--- src/include/osr_pkg.sv ---
// shared types and constants for the op sample retire record
package osr_pkg;
  localparam int unsigned OSR_CNT_W = 20;
  localparam int unsigned OSR_MAX_HI_W = 16;
  localparam int unsigned OSR_MAX_LO_W = 4;
  localparam int unsigned OSR_RAND_W = 7;
  localparam int unsigned OSR_LAT_W = 16;
  localparam int unsigned OSR_MSR_W = 64;
  localparam logic [6:0] OSR_LFSR_SEED = 7'h5a;
  localparam logic [6:0] OSR_LFSR_TAPS = 7'h60;

  // read selects for the two record registers
  localparam logic [1:0] OSR_SEL_BRANCH = 2'h0;
  localparam logic [1:0] OSR_SEL_MEMORY = 2'h1;

  // op_branch_status_and_latency layout
  localparam int unsigned OSR_B_COMP_LSB = 0;
  localparam int unsigned OSR_B_TAG_LSB = 16;
  localparam int unsigned OSR_B_FLAGS_LSB = 32;
  // op_memory_access_info layout
  localparam int unsigned OSR_M_FLAGS_LSB = 0;
  localparam int unsigned OSR_M_LAT_LSB = 32;
  localparam logic [OSR_MSR_W-1:0] OSR_RESET_VAL = 64'h0;

  // branch status flags, msb first in register order from bit 37 down to 32
  typedef struct packed {
    logic resync_op_flag;
    logic return_mispredict_flag;
    logic return_op_flag;
    logic branch_taken_flag;
    logic branch_mispredict_flag;
    logic retired_branch_flag;
  } osr_brn_flags_t;

  // what retire logic reports about the tagged op
  typedef struct packed {
    logic arch_branch;
    logic ucode_branch;
    logic mispredict;
    logic taken;
    logic is_return;
    logic return_mispredict;
    logic is_resync;
  } osr_ret_info_t;

  // memory flags, msb first from bit 18 down to bit 0
  typedef struct packed {
    logic physical_address_valid;
    logic linear_address_valid;
    logic miss_buffer_hit_flag;
    logic locked_access_flag;
    logic write_combining_access_flag;
    logic uncacheable_access_flag;
    logic store_forward_cancelled;
    logic store_forwarded_flag;
    logic bank_conflict_with_store;
    logic bank_conflict_with_load;
    logic misaligned_access_flag;
    logic data_cache_miss_flag;
    logic second_level_data_translation_buffer_2m_hit;
    logic first_level_data_translation_buffer_1g_hit;
    logic first_level_data_translation_buffer_2m_hit;
    logic second_level_data_translation_buffer_miss;
    logic first_level_data_translation_buffer_miss;
    logic store_initiated_flag;
    logic load_initiated_flag;
  } osr_mem_flags_t;

  typedef enum logic [1:0] {
    OSR_ST_COUNT,
    OSR_ST_ARMED,
    OSR_ST_INFLIGHT
  } osr_state_t;
endpackage : osr_pkg

--- src/rtl/osr_record.sv ---
// op sample retire record: op tagging, capture and retire-time publication
// Operation
// - retired-branch flag set for architectural branches
// - mispredict and taken flags encode independently
// - return flag only for returns, with mispredict
// - resync recorded as not predicted, taken
// - cycle counts valid for every sampled op
// - publish only retired samples, drop flushed
// - mispredicted branch retires, then kills, redirects
// - mispredict and taken flags also cover microcode control flow
// - separate linear and physical address valid bits
// - physical valid allowed without linear valid
// - separate load and store initiated flags
// - load miss latency counted, zero for stores
// - separate first and second level tlb misses
// - flag 2m/1g first level, 2m second level
// - flag cache miss and 128-bit boundary crossing
// - separate bank conflict with load, store
// - flag store forwarding and forwarding cancelled
// - uncacheable, write-combining, locked each own bit
// - flag hit on allocated miss address buffer
// - flag initial data cache miss
// - 20-bit count per cycle, tag at maximum
// - after flush reload count with random 7 bits
// - interrupt raised when tagged op retires
// - tag at decode exit, starts tag count
`timescale 1ns/10ps
`default_nettype none
module osr_record
  import osr_pkg::*;
#(
  parameter int unsigned LAT_W = OSR_LAT_W
) (
  input wire logic mclk,
  input wire logic rst,
  input wire logic sample_en,
  input wire logic [OSR_MAX_HI_W-1:0] max_count_hi,
  input wire logic decode_exit,
  input wire logic tagged_complete,
  input wire logic tagged_flush,
  input wire logic tagged_retire,
  input wire osr_ret_info_t retire_info,
  input wire logic mem_info_valid,
  input wire osr_mem_flags_t mem_info,
  input wire logic miss_detect,
  input wire logic miss_data_return,
  input wire logic msr_rd_en,
  input wire logic [1:0] msr_rd_sel,
  input wire logic irq_ack,
  output logic tag_op,
  output logic kill_younger,
  output logic front_end_redirect,
  output logic sample_irq,
  output logic msr_rd_valid,
  output logic [OSR_MSR_W-1:0] msr_rd_data
);

  function automatic logic [LAT_W-1:0] sat_inc(input logic [LAT_W-1:0] v);
    sat_inc = (&v) ? v : v + LAT_W'(1);
  endfunction : sat_inc

  osr_state_t state_q, state_d;
  logic [OSR_CNT_W-1:0] cur_cnt_q, cur_cnt_d;
  logic [OSR_RAND_W-1:0] lfsr_q;
  logic [LAT_W-1:0] tag_ret_q, comp_ret_q, miss_lat_q;
  logic completed_q, miss_run_q, miss_done_q;
  osr_mem_flags_t mem_q;
  logic [OSR_MSR_W-1:0] pub_branch_q, pub_memory_q;
  logic tag_op_q, kill_q, redirect_q, irq_q;
  logic rd_valid_q;
  logic [OSR_MSR_W-1:0] rd_data_q;

  wire [OSR_CNT_W-1:0] max_count = {max_count_hi, {OSR_MAX_LO_W{1'b0}}};
  wire count_hit = (cur_cnt_q >= max_count);
  wire armed = (state_q == OSR_ST_ARMED);
  wire inflight = (state_q == OSR_ST_INFLIGHT);
  wire take_tag = armed && decode_exit;
  wire do_retire = inflight && tagged_retire;
  wire do_flush = inflight && tagged_flush && !tagged_retire;
  wire lfsr_fb = ^(lfsr_q & OSR_LFSR_TAPS);

  // branch status composed at retire time
  wire any_branch = retire_info.arch_branch || retire_info.ucode_branch;
  osr_brn_flags_t brn;
  assign brn.retired_branch_flag = retire_info.arch_branch;
  // a resync op is never predicted and always taken
  assign brn.branch_mispredict_flag = retire_info.is_resync ? 1'b0 :
                                      any_branch && retire_info.mispredict;
  assign brn.branch_taken_flag = retire_info.is_resync ? 1'b1 :
                                 any_branch && retire_info.taken;
  assign brn.return_op_flag = retire_info.is_return;
  // meaningless without the return flag, so forced clear
  assign brn.return_mispredict_flag = retire_info.is_return &&
                                      retire_info.return_mispredict;
  assign brn.resync_op_flag = retire_info.is_resync;

  // final counts include the retire cycle itself
  wire [LAT_W-1:0] tag_ret_fin = sat_inc(tag_ret_q);
  wire [LAT_W-1:0] comp_ret_fin = completed_q ? sat_inc(comp_ret_q) : '0;
  // stores may retire before their miss resolves, so latency is loads only
  wire [LAT_W-1:0] lat_fin = (mem_q.load_initiated_flag && miss_done_q) ?
                             miss_lat_q : '0;

  wire [OSR_MSR_W-1:0] branch_word =
    (OSR_MSR_W'(comp_ret_fin) << OSR_B_COMP_LSB) |
    (OSR_MSR_W'(tag_ret_fin) << OSR_B_TAG_LSB) |
    (OSR_MSR_W'(brn) << OSR_B_FLAGS_LSB);
  wire [OSR_MSR_W-1:0] memory_word =
    (OSR_MSR_W'(mem_q) << OSR_M_FLAGS_LSB) |
    (OSR_MSR_W'(lat_fin) << OSR_M_LAT_LSB);

  wire mispredict_retire = do_retire && brn.branch_mispredict_flag;
  wire [OSR_MSR_W-1:0] rd_mux =
    (msr_rd_sel == OSR_SEL_BRANCH) ? pub_branch_q :
    (msr_rd_sel == OSR_SEL_MEMORY) ? pub_memory_q : OSR_RESET_VAL;

  always_comb begin
    state_d = state_q;
    cur_cnt_d = cur_cnt_q;
    case (state_q)
      OSR_ST_COUNT: begin
        if (sample_en) begin
          cur_cnt_d = cur_cnt_q + OSR_CNT_W'(1);
          if (count_hit) begin
            state_d = OSR_ST_ARMED;
          end
        end
      end
      OSR_ST_ARMED: begin
        if (take_tag) begin
          state_d = OSR_ST_INFLIGHT;
          cur_cnt_d = '0;
        end
      end
      OSR_ST_INFLIGHT: begin
        if (do_retire) begin
          state_d = OSR_ST_COUNT;
        end else if (do_flush) begin
          state_d = OSR_ST_COUNT;
          cur_cnt_d = OSR_CNT_W'(lfsr_q);
        end
      end
      default: begin
        state_d = OSR_ST_COUNT;
        cur_cnt_d = '0;
      end
    endcase
  end

  always_ff @(posedge mclk) begin
    if (rst) begin
      state_q <= OSR_ST_COUNT;
      cur_cnt_q <= '0;
      lfsr_q <= OSR_LFSR_SEED;
    end else begin
      state_q <= state_d;
      cur_cnt_q <= cur_cnt_d;
      lfsr_q <= {lfsr_q[OSR_RAND_W-2:0], lfsr_fb};
    end
  end

  // working cycle counters for the op in flight
  always_ff @(posedge mclk) begin
    if (rst || take_tag) begin
      tag_ret_q <= '0;
      comp_ret_q <= '0;
      completed_q <= 1'b0;
    end else if (inflight) begin
      tag_ret_q <= sat_inc(tag_ret_q);
      if (completed_q) begin
        comp_ret_q <= sat_inc(comp_ret_q);
      end else if (tagged_complete) begin
        completed_q <= 1'b1;
      end
    end
  end

  // miss latency: from miss detection to data delivery
  always_ff @(posedge mclk) begin
    if (rst || take_tag) begin
      miss_lat_q <= '0;
      miss_run_q <= 1'b0;
      miss_done_q <= 1'b0;
    end else if (inflight) begin
      if (miss_run_q) begin
        miss_lat_q <= sat_inc(miss_lat_q);
        if (miss_data_return) begin
          miss_run_q <= 1'b0;
          miss_done_q <= 1'b1;
        end
      end else if (miss_detect && !miss_done_q) begin
        miss_run_q <= 1'b1;
      end
    end
  end

  // memory flags accumulate; several reports may arrive per op
  always_ff @(posedge mclk) begin
    if (rst || take_tag) begin
      mem_q <= '0;
    end else if (inflight && mem_info_valid) begin
      // each flag is its own bit, so physical may stand alone
      mem_q <= mem_q | mem_info;
    end
  end

  // published record only changes on retire; flushed samples never reach it
  always_ff @(posedge mclk) begin
    if (rst) begin
      pub_branch_q <= OSR_RESET_VAL;
      pub_memory_q <= OSR_RESET_VAL;
    end else if (do_retire) begin
      pub_branch_q <= branch_word;
      pub_memory_q <= memory_word;
    end
  end

  // control pulses and interrupt level
  always_ff @(posedge mclk) begin
    if (rst) begin
      tag_op_q <= 1'b0;
      kill_q <= 1'b0;
      redirect_q <= 1'b0;
      irq_q <= 1'b0;
    end else begin
      tag_op_q <= take_tag;
      // the retire has been taken this cycle, kill follows one cycle later
      kill_q <= mispredict_retire;
      redirect_q <= mispredict_retire;
      // new retire wins over an acknowledge in the same cycle
      if (do_retire) begin
        irq_q <= 1'b1;
      end else if (irq_ack) begin
        irq_q <= 1'b0;
      end
    end
  end

  // register read port, answer one cycle after the request
  always_ff @(posedge mclk) begin
    if (rst) begin
      rd_valid_q <= 1'b0;
      rd_data_q <= OSR_RESET_VAL;
    end else begin
      rd_valid_q <= msr_rd_en;
      if (msr_rd_en) begin
        rd_data_q <= rd_mux;
      end
    end
  end

  assign tag_op = tag_op_q;
  assign kill_younger = kill_q;
  assign front_end_redirect = redirect_q;
  assign sample_irq = irq_q;
  assign msr_rd_valid = rd_valid_q;
  assign msr_rd_data = rd_data_q;

endmodule : osr_record
`default_nettype wire

--- config.mk ---
export PLATFORM = sky130hd
export DESIGN_NAME = osr_record
export DESIGN_NICKNAME = d
export VERILOG_FILES = /design/src/include/osr_pkg.sv /design/src/rtl/osr_record.sv
export SDC_FILE = /design/constraint.sdc
export NUM_CORES = 1
export LEC_CHECK = 0
export BUFFER_PORTS_ARGS = -buffer_cell sky130_fd_sc_hd__buf_2
export CAP_MARGIN = 15
export CORE_ASPECT_RATIO = 1.5
export CORE_MARGIN = 2
export CORE_UTILIZATION = 58
export DETAILED_ROUTE_END_ITERATION = 10
export PLACE_DENSITY = 0.83
export SLEW_MARGIN = 20
export SYNTH_ARGS = -nofsm -noshare
export SYNTH_HDL_FRONTEND = slang
export SYNTH_SLANG_ARGS = --single-unit
--- constraint.sdc ---
create_clock -name mclk -period 2.4 [get_ports mclk]
set_input_delay 0.12 -clock mclk [delete_from_list [all_inputs] [get_ports mclk]]
set_output_delay 0.12 -clock mclk [all_outputs]
set_load 0.03 [all_outputs]
# After elaboration in Yosys (flattened, before gate mapping)
# Cells that the tools add are included.
dict set report word_totals {
  regBits 295
  inputBits 56
  out_inout_bits 69
  elab_cells 107
}
dict set report op_classes {
  addsub 4
  magnitude_cmp 1
  n_eq_ne 9
  n_mux 26
  bitwise_logic 5
  n_reduce_logical 27
}
# operator count
set op_table {}
lappend op_table {{two-way mux 64 bit} 2}
lappend op_table {{two-way mux 20 bit} 4}
lappend op_table {{two-way mux 16 bit} 4}
lappend op_table {{one-hot mux 20 bit (3 select lines)} 1}
lappend op_table {{adder 16 x 1 -> 16 bit, second input constant} 3}
lappend op_table {{bitwise OR 19 x 48 -> 48 bit} 1}
lappend op_table {{AND reduction 16 bit} 3}
lappend op_table {{bitwise OR 32 x 38 -> 38 bit} 1}
lappend op_table {{bitwise OR 16 x 32 -> 32 bit} 1}
lappend op_table {{adder 20 x 1 -> 20 bit, second input constant} 1}
lappend op_table {{greater-or-equal comparator 20 bit} 1}
lappend op_table {{bitwise OR 19 bit} 1}
lappend op_table {{logical AND 1 bit} 11}
lappend op_table {{two-way mux 2 bit} 5}
lappend op_table {{two-way mux 1 bit} 9}
lappend op_table {{AND reduction 4 bit} 2}
lappend op_table {{parity 7 bit} 1}
lappend op_table {{!= test 2 bit, second input constant} 3}
lappend op_table {{one-hot mux 2 bit (3 select lines)} 1}
lappend op_table {{AND reduction 3 bit} 2}
lappend op_table {{== test 2 x 1 -> 1 bit, second input constant} 2}
lappend op_table {{logical NOT 2 bit} 2}
lappend op_table {{!= test 2 x 1 -> 1 bit, second input constant} 2}
lappend op_table {{!= test 3 x 1 -> 1 bit, second input constant} 1}
lappend op_table {{6 further kinds} 8}

# Depth between registers and ports, before layout
# Gate-level depths: netlist of the first run.
dict set report depth {
  word_depth 6
  depth_mapped 7
  ltp_nobuf 7
}

# Least setup slack after synthesis of the first run
# Ideal clock, no wire load.
dict set report synth_timing {
  path_kind {register to register}
  start {register tag_ret_q[0]}
  end {register pub_branch_q[23]}
  setup_ps 86
  arrival_time_ps 1977
  required_time_ps 2314
  path_slack_ps 337
  path_stages_with_launch 8
  n_path_buf 1
  synth_period_minus_slack_ps 2063
  cell_sequence {dfxtp_1 > ha_1 > nand3_1 > nor4_1 > clkbuf_1 > a21oi_1 > xnor2_1 > a211oi_1}
}
dict set report synth_via {
  elab_chain_cells 4
  elab_cells_between_ends 5
  cone_classes {1 x add/sub; 1 x mux; 2 x bitwise; 1 x reduce/logical}
}
# item line
set synth_lines {}
lappend synth_lines {{from (decl)} osr_record.sv:65} ;# logic [LAT_W-1:0] tag_ret_q, comp_ret_q, miss_lat_q;
lappend synth_lines {{from (signal assigned)} osr_record.sv:169} ;# tag_ret_q <= sat_inc(tag_ret_q);
lappend synth_lines {{adder 16 x 1 -> 16 bit / AND reduction 16 bit (equally long branches)} osr_record.sv:59} ;# sat_inc = (&v) ? v : v + LAT_W'(1);
lappend synth_lines {{two-way mux 16 bit *} --}
lappend synth_lines {{bitwise OR 16 x 32 -> 32 bit *} osr_record.sv:105} ;# (OSR_MSR_W'(comp_ret_fin) << OSR_B_COMP_LSB) |
lappend synth_lines {{bitwise OR 32 x 38 -> 38 bit *} osr_record.sv:106} ;# (OSR_MSR_W'(tag_ret_fin) << OSR_B_TAG_LSB) |
lappend synth_lines {{to (signal assigned)} osr_record.sv:213} ;# pub_branch_q <= branch_word;
lappend synth_lines {{to (decl)} osr_record.sv:68} ;# logic [OSR_MSR_W-1:0] pub_branch_q, pub_memory_q;
# Every way passes the cells marked *; elsewhere a longest branch is shown, timed or not.
# A chain may end at the register's enable or synchronous reset.

# Worst setup path in the final report of the first run
dict set report layout_timing {
  start {register state_q[1]}
  end {register redirect_q (netlist: front_end_redirect)}
}
dict set report layout_via {
  elab_chain_cells 3
}
# item line
set layout_lines {}
lappend layout_lines {{from (decl)} osr_record.sv:62} ;# osr_state_t state_q, state_d;
lappend layout_lines {{from (signal assigned)} osr_record.sv:156} ;# state_q <= state_d;
lappend layout_lines {{== test 2 bit} osr_record.sv:76} ;# wire inflight = (state_q == OSR_ST_INFLIGHT);
lappend layout_lines {{logical AND 1 bit} osr_record.sv:78} ;# wire do_retire = inflight && tagged_retire;
lappend layout_lines {{logical AND 1 bit} osr_record.sv:112} ;# wire mispredict_retire = do_retire && brn.branch_mispredict_flag;
lappend layout_lines {{to (signal assigned)} osr_record.sv:229} ;# redirect_q <= mispredict_retire;
lappend layout_lines {{to (decl)} osr_record.sv:69} ;# logic tag_op_q, kill_q, redirect_q, irq_q;
# Every way passes these cells.

==> results of run 1 <==
## through the flow
stage          std cells  setup slack, ns
2_1_floorplan       1200           0.3374
3_3_place_gp        1442           0.3436
3_5_place_dp        1442           0.2429
4_1_cts             1510           0.2114
5_1_grt             1510          0.01402
6_report            1510           0.1419
## where the power goes
part,switching [mW],internal (mW)
clock network,1.37,1.83
registers,0.00794,3.73
logic,0.203,0.116
total,1.58,5.67
## cell usage in the layout, fill, tap and decap left out, drive strengths merged, types with 7 or more instances in the layout
cell type / n
a22o: 17
conb: 16
xnor2: 50
dlygate4sd3: 32
a211oi: 23
buf: 132
nand3b: 7
nor2b: 56
dfxtp: 224
nand2: 107
a311oi: 9
inv: 24
clkbuf: 34
ha: 21
o21ai: 26
and3: 11
mux2i: 7
nand3: 31
a21oi: 135
nor2: 157
and4: 13
nor4: 9
xor2: 7
o211ai: 7
or2: 7
nor3: 28
nand4: 14
mux2: 26
## flip-flops by register name (all words and copies together), names as in the netlist
register            count
comp_ret_q             16
completed_q             1
cur_cnt_q              20
front_end_redirect      1
lfsr_q                  7
mem_q                  19
miss_done_q             1
miss_lat_q             16
miss_run_q              1
msr_rd_data            48
msr_rd_valid            1
pub_branch_q           38
pub_memory_q           35
sample_irq              1
state_q                 2
tag_op                  1
tag_ret_q              16
## cell families after synthesis
kind of cell / synth area share
simple gates: 0.2244
other cells: 0.0003753
buf+inv: 0.05434
compound gates: 0.1596
xor+xnor: 0.04996
mux: 0.03631
fa+ha+maj: 0.02629
flops: 0.4487
## tightest hold or removal path: cells and delay by family
kind / cells / cell delay (ns)
AND/OR/NAND/NOR: 2 / 0.14
AO/OA/AOI/OAI: 1 / 0.05
buffers and inverters: 1 / 0.15
## timing repair
action,in CTS,in global routing
hold buffers,32,0
resized for setup,0,0
hold endpoints to repair,31,0
## area by class of cell
class / instances / area [um^2] / share of cell area
flip-flops and latches: 224 / 4484 / 0.3860
clock buffers: 34 / 644.4 / 0.05546
inverters: 24 / 90.09 / 0.007754
multi-input cells: 852 / 5044 / 0.4341
well taps: 210 / 262.8 / 0.02261
repair buffers: 164 / 1081 / 0.09304
clock inverters: 2 / 12.51 / 0.001077
## how the worst max path moves through the flow
stage,startpoint,end,slack [ns],depth (start not counted)
floorplan,tag_ret_q[0],pub_branch_q[23],0.34,7
global route,state_q[1],front_end_redirect,0.01,5
CTS,state_q[1],front_end_redirect,0.21,5
finish,state_q[1],front_end_redirect,0.14,5
global placement,state_q[0],cur_cnt_q[13],0.34,5
detailed placement,state_q[0],cur_cnt_q[17],0.24,5
## metal layers
layer  vias to the layer above  global-route usage  wire length (um)
li1                       4273                   -                 -
met1                      4062              0.3072              9863
met2                       298              0.4737             12420
met3                        63             0.03596              1340
met4                         0              0.1145               970
met5                         -                   0                 0
==> PnR_summary.wiki, run 1 <==
{| class="wikitable"
! Metric !! Value
|-
| Run status || finished, final reports clean
|-
| Aggregate routed wire length || 24590 um
|-
| Total negative slack || 0 ns
|-
| Synthesis-stage register bit count || 224
|-
| Count of antenna-violating nets left after detailed routing || 0
|-
| Capturing element type of the critical path || flop
|-
| Hpwl dp || 16370 um
|-
| Initial detailed-routing violation count || 540
|-
| Total chip power || 7.252 mW
|-
| Worst-Margin Slew || 0.9666 ns
|-
| Maximum clock path buffer count || 3
|-
| Required time reported for the critical path endpoint || 2.84 ns
|-
| Buffer count from post-CTS setup fixing || 0
|-
| Worst hold start || tagged_retire
|-
| Clock slew at reported path FFs || 0.06 ns
|-
| Placement row count || 58
|-
| Setup repair after global routing missed its margin || no
|-
| Number of distinct library cells after synthesis || 55
|-
| Number of levels the H-tree was split into || 1
|-
| Maximum number of pins on one net before global-route repair || 50
|-
| Vias in the first global route || 8489
|-
| Global-route congestion overflow total || 0
|-
| Largest stage delay on the critical path || 0.57 ns
|-
| Number of enable flip-flop cells after synthesis || 0
|-
| Fraction of the yosys area taken by sequential cells || 0.4487
|-
| Hold Vio Cnt, Final || 0
|-
| End of the worst register-to-register path || front_end_redirect
|-
| Worst hold path endpoint || state_q[1]
|-
| Yosys synthesis warning count || 0
|-
| Max Cap Violations || 0
|-
| Final worst-path cycle share || 0.9409
|-
| IR drop worst, VDD || 0.6432 mV
|-
| Ratio of cells with drive above 1 in the final layout || 0.1569
|-
| Buffers added on ports || 108
|-
| Combined area of all synthesized cells || 9993 um^2
|-
| Average vias per placed instance || 5.759
|-
| Routability cong. || 0.9274
|-
| Antenna violations before repair || 0
|-
| Critical Path AT || 2.70 ns
|-
| Asr flop ratio synth || 0
|-
| Setup slack on the worst flop-to-flop path || 0.14 ns
|-
| # DRC || 0
|-
| Maximum frequency from static timing analysis || 0.4429 GHz
|-
| Total die area || 18320 um^2
|-
| Crit-path leading delay family || simple AND/OR/NAND/NOR gates
|-
| Count of clock tree sinks || 224
|-
| Hold Path Class || input port to flop
|-
| Antenna diodes || 0
|-
| PwrDens || 624.2 nW/um^2
|-
| Buffers and inverters on the worst path || 2
|-
| Primary FF master, synth || sky130_fd_sc_hd__dfxtp_1
|-
| Most used standard cells in the synthesized netlist || 224 x sky130_fd_sc_hd__dfxtp_1, 157 x sky130_fd_sc_hd__nor2_1, 135 x sky130_fd_sc_hd__a21oi_1, 107 x sky130_fd_sc_hd__nand2_1, 70 x sky130_fd_sc_hd__clkbuf_1
|-
| Startpoint type of the worst setup path || flop
|-
| Final instance area || 11620 um^2
|-
| Hold depth || 4
|-
| Overall fraction of global-route tracks in use || 0.2608
|-
| Final Util || 0.6901
|-
| Vertical extent of the die || 164.8 um
|-
| Insertion delay of the later-clocked pin in the worst-skew pair || 0.49 ns
|-
| Setup-violating endpoint count in the final report || 0
|-
| First-pass GRT wire length || 39940 um
|-
| Tightest slew margin relative to the limit || 0.3543
|-
| Post-layout min period || 2.258 ns
|-
| Sequence of cells on the critical path || nor2b_1, buf_12, nand2_1, nor4_1, dlygate4sd3_1
|-
| Leakage power of the design || 4.475 nW
|-
| Ranking of synthesized cells by area || sky130_fd_sc_hd__dfxtp_1 45%, sky130_fd_sc_hd__a21oi_1 6.8%, sky130_fd_sc_hd__nor2_1 5.9%, sky130_fd_sc_hd__xnor2_1 4.4%, sky130_fd_sc_hd__nand2_1 4.0%
|-
| Number of instances in the synthesized netlist || 1185
|-
| Placeable core region || 16840 um^2
|-
| Depth of the most critical reg-to-reg path || 5
|-
| Number of CTS-inserted buffers || 21
|-
| Cell type with the highest aggregate area in the netlist || sky130_fd_sc_hd__dfxtp_1
|-
| Boundary Pins || 125
|-
| Die X-Extent || 111.2 um
|-
| Final slew viol count || 0
|-
| Post-synth top area share || 0.4487
|-
| Standard cell area after detailed placement || 10640 um^2
|-
| Layout overhead on the synthesized area || 16.26%
|-
| Count of vias placed by the detailed router || 8696
|-
| Crit Path Category || flop to flop
|-
| Clock Skew || 0.006374 ns
|-
| TritonCTS clock tree || built
|-
| Worst R2R Start || state_q[1]
|-
| Worst Hold Margin || 0.02919 ns
|-
| Total iterations of the first detailed-routing run || 5
|-
| CTS Root Cell || sky130_fd_sc_hd__clkbuf_16
|-
| Number of nets in the layout || 1364
|-
| Slowest stage cell, crit path || sky130_fd_sc_hd__dlygate4sd3_1
|-
| Largest driver fanout on the critical path || 20
|-
| Filler instances || 1312
|-
| Effective utilization at floorplan || 0.5936
|-
| Most frequent cell after synthesis || sky130_fd_sc_hd__dfxtp_1
|-
| WL/cell || 16.29 um
|-
| Post-synthesis area per instance || 8.433 um^2
|}
Power figures use the tool's default switching activity.
==> run 2, diff against run 1 <==
Settings changed: BUFFER_PORTS_ARGS -buffer_cell sky130_fd_sc_hd__buf_2 to not set, CORE_UTILIZATION 58 to 62, DONT_BUFFER_PORTS set to 1, PLACE_DENSITY 0.83 to 0.81.
Clock period 2.4 ns to 2.8 ns, I/O delays scaled along.
==> run 2 against run 1 <==
Cell count decreased by 7.5%. Clock power decreased by 8.1%. Sequential cell count unchanged. Clock-buffer cell count decreased by 6. Total power decreased by 12%. Cell area decreased by 4.0%. Register-to-register slack improved by 0.18 ns. Sequential share of layout area increased by 1.6 points. Largest power group unchanged. Highest routed layer unchanged.
==> PnR_summary.wiki, run 2 (synthesis results as in run 1) <==
{| class="wikitable"
! Metric !! Value
|-
| Run status || finished, final reports clean
|-
| Critical Path AT || 2.89 ns
|-
| Vertical extent of the die || 159.5 um
|-
| Boundary Pins || 125
|-
| Number of levels the H-tree was split into || 1
|-
| Setup repair after global routing missed its margin || no
|-
| Startpoint type of the worst setup path || flop
|-
| Worst R2R Start || state_q[1]
|-
| Number of buffers inserted for hold repair after clock tree synthesis || 40
|-
| Leakage power of the design || 4.001 nW
|-
| Most common cell after layout, fill and taps aside || sky130_fd_sc_hd__dfxtp_1
|-
| Worst hold start || rst
|-
| Clock Skew || 0.008713 ns
|-
| Portion of total power attributed to sequential cells || 0.502
|-
| Standard cell area after detailed placement || 10010 um^2
|-
| PwrDens || 571.8 nW/um^2
|-
| Clock power frac || 0.460
|-
| End of the worst register-to-register path || pub_branch_q[36]
|-
| WL/cell || 17.39 um
|-
| Effective utilization at floorplan || 0.6367
|-
| Depth of the most critical reg-to-reg path || 8
|-
| Setup-violating endpoint count in the final report || 0
|-
| Hold Path Class || input port to flop
|-
| Max Cap Violations || 0
|-
| Count of antenna-violating nets left after detailed routing || 0
|-
| Aggregate routed wire length || 24290 um
|-
| Dpl ws || 0.6424 ns
|-
| Crit Path Category || flop to flop
|-
| Overall fraction of global-route tracks in use || 0.2776
|-
| Worst path setup slack after routing || 0.3230 ns
|-
| Hold Vio Cnt, Final || 0
|-
| Filler instances || 1228
|-
| Placement row count || 56
|-
| Buffers added on ports || 0
|-
| Antenna violations before repair || 0
|-
| Maximum frequency from static timing analysis || 0.4037 GHz
|-
| Total iterations of the first detailed-routing run || 5
|-
| Area taken by multi-input logic gates || 5037 um^2
|-
| Clock slew at reported path FFs || 0.07 ns
|-
| Finished Layout Cells || 1397
|-
| Max reg flops || 48
|-
| First-pass GRT wire length || 39180 um
|-
| Routability cong. || 0.9292
|-
| Average vias per placed instance || 5.929
|-
| Layout overhead on the synthesized area || 11.61%
|-
| Sequential cell area || 4484 um^2
|-
| Largest driver fanout on the critical path || 49
|-
| Total negative slack || 0 ns
|-
| Initial detailed-routing violation count || 552
|-
| # DRC || 0
|-
| Insertion delay of the later-clocked pin in the worst-skew pair || 0.49 ns
|-
| Worst-Margin Slew || 1.007 ns
|-
| TritonCTS clock tree || built
|-
| Hpwl dp || 15420 um
|-
| Post-layout min period || 2.477 ns
|-
| Final worst-path cycle share || 0.8847
|-
| Most frequent cells in the layout || 224 x sky130_fd_sc_hd__dfxtp_1, 156 x sky130_fd_sc_hd__nor2_1, 135 x sky130_fd_sc_hd__a21oi_1, 107 x sky130_fd_sc_hd__nand2_1, 55 x sky130_fd_sc_hd__nor2b_1
|-
| Total chip power || 6.377 mW
|-
| Final slew viol count || 0
|-
| IR drop worst, VDD || 0.6179 mV
|-
| Hold depth || 2
|-
| Critical Path Source || state_q[1]
|-
| Cells after DPL || 1320
|-
| Count of vias placed by the detailed router || 8283
|-
| Ratio of cells with drive above 1 in the final layout || 0.07795
|-
| Internal Pwr Total || 5.020 mW
|-
| Setup slack on the worst flop-to-flop path || 0.32 ns
|-
| Switch share || 0.2128
|-
| Number of nets in the layout || 1257
|-
| CTS Root Cell || sky130_fd_sc_hd__clkbuf_16
|-
| Buffer count from post-CTS setup fixing || 0
|-
| Maximum number of pins on one net before global-route repair || 115
|-
| Combinational share of power || 0.037
|-
| Vias in the first global route || 8022
|-
| Post-CTS sizing || 0
|-
| Net switching power || 1.357 mW
|-
| Capturing element type of the critical path || flop
|-
| Tightest slew margin relative to the limit || 0.3274
|-
| Global-route congestion overflow total || 0
|-
| Placeable core region || 15700 um^2
|-
| Number of CTS-inserted buffers || 21
|-
| Die X-Extent || 107.7 um
|-
| Required time reported for the critical path endpoint || 3.22 ns
|-
| Worst setup endpoint || pub_branch_q[36]
|-
| Total die area || 17170 um^2
|-
| Count of clock tree sinks || 224
|-
| Maximum clock path buffer count || 3
|-
| Final instance area || 11150 um^2
|}
## run 2: how the worst min path moves through the flow
stage | to
detailed placement | msr_rd_data[38]
finish | cur_cnt_q[10]
floorplan | pub_branch_q[32]
CTS | cur_cnt_q[12]
global route | msr_rd_valid
global placement | msr_rd_data[42]
## run 2: area by class of cell
class                      instances  share of cell area
multi-input combinational        852              0.4516
sequential                       224              0.4021
clock buffer                      28             0.05217
timing repair buffer              57             0.05183
tap                              203             0.02277
clock inverter                     8             0.01122
inverter                          24            0.008077
antenna                            1           0.0002244
## run 2: power by group through the flow
| stage | registers [mW] | logic, mW | clock network, mW |
|---|---|---|---|
| after global routing | 3.20 | 0.254 | 3.11 |
| after CTS | 3.20 | 0.233 | 2.98 |
| final | 3.20 | 0.237 | 2.94 |
| after floorplan | 3.27 | 0.164 | 0 |
| after detailed placement | 3.28 | 0.136 | 0 |
| after global placement | 3.28 | 0.135 | 0 |
## run 2: metrics by stage
| step | utilization | hold WS [ns] |
|---|---|---|
| 2_1_floorplan | - | 0.2760 |
| 3_3_place_gp | 0.6375 | 0.2209 |
| 3_5_place_dp | 0.6375 | 0.2220 |
| 4_1_cts | 0.7105 | 0.004723 |
| 5_1_grt | 0.7105 | 0.02541 |
| 6_report | 0.7106 | 0.01092 |
## run 2: worst max-delay path, cell delays in order (launching register included)
cell and delay (ns):
sky130_fd_sc_hd__dfxtp_1 0.31, sky130_fd_sc_hd__buf_4 0.18, sky130_fd_sc_hd__nor2b_1 0.19, sky130_fd_sc_hd__buf_4 0.23, sky130_fd_sc_hd__and2_2 0.18, sky130_fd_sc_hd__buf_4 0.45, sky130_fd_sc_hd__nand3_1 0.13, sky130_fd_sc_hd__dlygate4sd3_1 0.59
sky130_fd_sc_hd__a21oi_1 0.14
## run 2: per-layer routing
metal | up-vias | part of all wire | GRT usage
li1 | 4052 | - | -
met1 | 3867 | 0.39 | 0.3314
met2 | 290 | 0.50 | 0.4771
met3 | 74 | 0.064 | 0.05035
met4 | 0 | 0.042 | 0.1276
met5 | - | 0 | 0
==> run 3, diff against run 2 <==
Settings changed: CORE_UTILIZATION 62 to 58, PLACE_DENSITY 0.81 to 0.77.
==> run 3 against run 2 <==
Sequential power barely moved. Global-route usage fell by 2.8 points. Clock power grew 4%. Total power grew 2.1%. Setup slack gained 0.24 ns. Register-to-register slack better by 0.24 ns. Critical path depth down 2. First-iteration DRC count up 15%. Critical endpoint is now pub_branch_q[11].
==> PnR_summary.wiki, run 3 (synthesis results as in run 1) <==
{| class="wikitable"
! Metric !! Value
|-
| Run status || finished, final reports clean
|-
| Average vias per placed instance || 5.821
|-
| Antenna violations before repair || 1
|-
| Filler instances || 1340
|-
| TritonCTS clock tree || built
|-
| Worst hold start || msr_rd_en
|-
| IR drop worst, VDD || 0.5468 mV
|-
| Clock Skew || 0.02203 ns
|-
| CTS Root Cell || sky130_fd_sc_hd__clkbuf_16
|-
| Die X-Extent || 111.2 um
|-
| Initial detailed-routing violation count || 637
|-
| Post-CTS sizing || 0
|-
| Buffer count from post-CTS setup fixing || 0
|-
| Placement row count || 58
|-
| Maximum frequency from static timing analysis || 0.4470 GHz
|-
| Cells after DPL || 1325
|-
| Buffers added on ports || 0
|-
| Critical Path Source || state_q[1]
|-
| Count of vias placed by the detailed router || 8150
|-
| Post-layout min period || 2.237 ns
|-
| Effective utilization at floorplan || 0.5936
|-
| First-pass GRT wire length || 38090 um
|-
| Total iterations of the first detailed-routing run || 5
|-
| Max reg flops || 48
|-
| Setup repair after global routing missed its margin || no
|-
| Hold Path Class || input port to flop
|-
| PwrDens || 583.1 nW/um^2
|-
| # DRC || 0
|-
| Ratio of cells with drive above 1 in the final layout || 0.07815
|-
| Final worst-path cycle share || 0.7990
|-
| Count of clock tree sinks || 224
|-
| Hpwl dp || 15440 um
|-
| Final instance area || 11170 um^2
|-
| Standard cell area after detailed placement || 10000 um^2
|-
| Worst-Margin Slew || 0.9528 ns
|-
| Boundary Pins || 125
|-
| Global-route congestion overflow total || 0
|-
| Tightest slew margin relative to the limit || 0.3635
|-
| WL/cell || 16.95 um
|-
| Layout overhead on the synthesized area || 11.74%
|-
| Most frequent cells in the layout || 224 x sky130_fd_sc_hd__dfxtp_1, 156 x sky130_fd_sc_hd__nor2_1, 135 x sky130_fd_sc_hd__a21oi_1, 107 x sky130_fd_sc_hd__nand2_1, 55 x sky130_fd_sc_hd__nor2b_1
|-
| Aggregate routed wire length || 23730 um
|-
| Antenna diodes || 0
|-
| Most common cell after layout, fill and taps aside || sky130_fd_sc_hd__dfxtp_1
|-
| Number of nets in the layout || 1253
|-
| Vertical extent of the die || 164.8 um
|-
| Vias in the first global route || 7617
|-
| Largest driver fanout on the critical path || 20
|-
| Capturing element type of the critical path || flop
|-
| Total negative slack || 0 ns
|-
| Worst Hold Margin || 0.02692 ns
|-
| Routability cong. || 0.9049
|-
| Required time reported for the critical path endpoint || 3.21 ns
|-
| Maximum number of pins on one net before global-route repair || 115
|-
| Hold Vio Cnt, Final || 0
|-
| Number of CTS-inserted buffers || 21
|-
| Wire length on met2 || 11870 um
|-
| Total die area || 18320 um^2
|-
| Final slew viol count || 0
|-
| Maximum clock path buffer count || 3
|-
| Clock slew at reported path FFs || 0.07 ns
|-
| Number of levels the H-tree was split into || 1
|-
| Startpoint type of the worst setup path || flop
|-
| Number of buffers inserted for hold repair after clock tree synthesis || 38
|-
| Placeable core region || 16840 um^2
|-
| Overall fraction of global-route tracks in use || 0.2495
|-
| Sum of routed wire segments on met1 || 10050 um
|-
| Leakage power of the design || 4.011 nW
|-
| Finished Layout Cells || 1400
|-
| Max Cap Violations || 0
|-
| Worst R2R Start || state_q[1]
|-
| Critical Path AT || 2.64 ns
|-
| Metal3 WL || 1296 um
|-
| Crit Path Category || flop to flop
|-
| Count of antenna-violating nets left after detailed routing || 0
|-
| Setup-violating endpoint count in the final report || 0
|-
| Insertion delay of the later-clocked pin in the worst-skew pair || 0.51 ns
|-
| Max Used Layer || met5
|}
[run 3: cell count changes in the layout (fill, tap and decap cells not counted)]
cell	delta
sky130_fd_sc_hd__diode_2	-1
sky130_fd_sc_hd__clkinv_4	-1
sky130_fd_sc_hd__clkinvlp_4	-1
sky130_fd_sc_hd__bufinv_16	+1
sky130_fd_sc_hd__clkbuf_1	-1
sky130_fd_sc_hd__clkbuf_8	+2
sky130_fd_sc_hd__buf_4	-2
sky130_fd_sc_hd__dlygate4sd3_1	-2
sky130_fd_sc_hd__clkinv_2	+1
[run 3: report_power, final]
| part | switching (mW) | internal, mW |
|---|---|---|
| combinational | 0.155 | 0.0801 |
| clock | 1.19 | 1.88 |
| sequential | 0.00887 | 3.20 |
| total | 1.35 | 5.16 |
[run 3: area by class of cell]
class | instances | area [um^2] | area share
clock buffers | 29 | 605.6 | 0.05423
clock inverters | 8 | 143.9 | 0.01289
inverters | 24 | 90.09 | 0.008067
multi-input cells | 852 | 5037 | 0.4511
flip-flops and latches | 224 | 4484 | 0.4016
well taps | 210 | 262.8 | 0.02353
repair buffers | 53 | 543.0 | 0.04863
[run 3: metrics by stage]
step | power, mW | utilization | setup WS [ns]
2_1_floorplan | 3.439 | - | 0.7374
3_3_place_gp | 3.413 | 0.5939 | 0.6749
3_5_place_dp | 3.415 | 0.5939 | 0.6326
4_1_cts | 6.552 | 0.6633 | 0.5928
5_1_grt | 6.686 | 0.6633 | 0.3872
6_report | 6.512 | 0.6633 | 0.5629
[run 3: final timing paths]
check	end	slack, ns	cells past startpoint
setup / recovery	pub_branch_q[11]	0.56	6
hold / removal	msr_rd_valid	0.03	2
setup reg to reg	pub_branch_q[11]	0.56	6
hold reg to reg	pub_memory_q[12]	0.45	2
[run 3: critical path: stages, from the launching register on]
cell and delay (ns):
sky130_fd_sc_hd__dfxtp_1 0.31, sky130_fd_sc_hd__buf_4 0.18, sky130_fd_sc_hd__nor2b_1 0.19, sky130_fd_sc_hd__buf_4 0.28
sky130_fd_sc_hd__and2_0 0.35, sky130_fd_sc_hd__nand3b_1 0.46, sky130_fd_sc_hd__o21ai_0 0.36
[run 3: layer usage]
layer,vias up,GRT usage
li1,4047,-
met1,3807,0.3184
met2,250,0.4443
met3,44,0.03303
met4,2,0.07127
met5,-,0
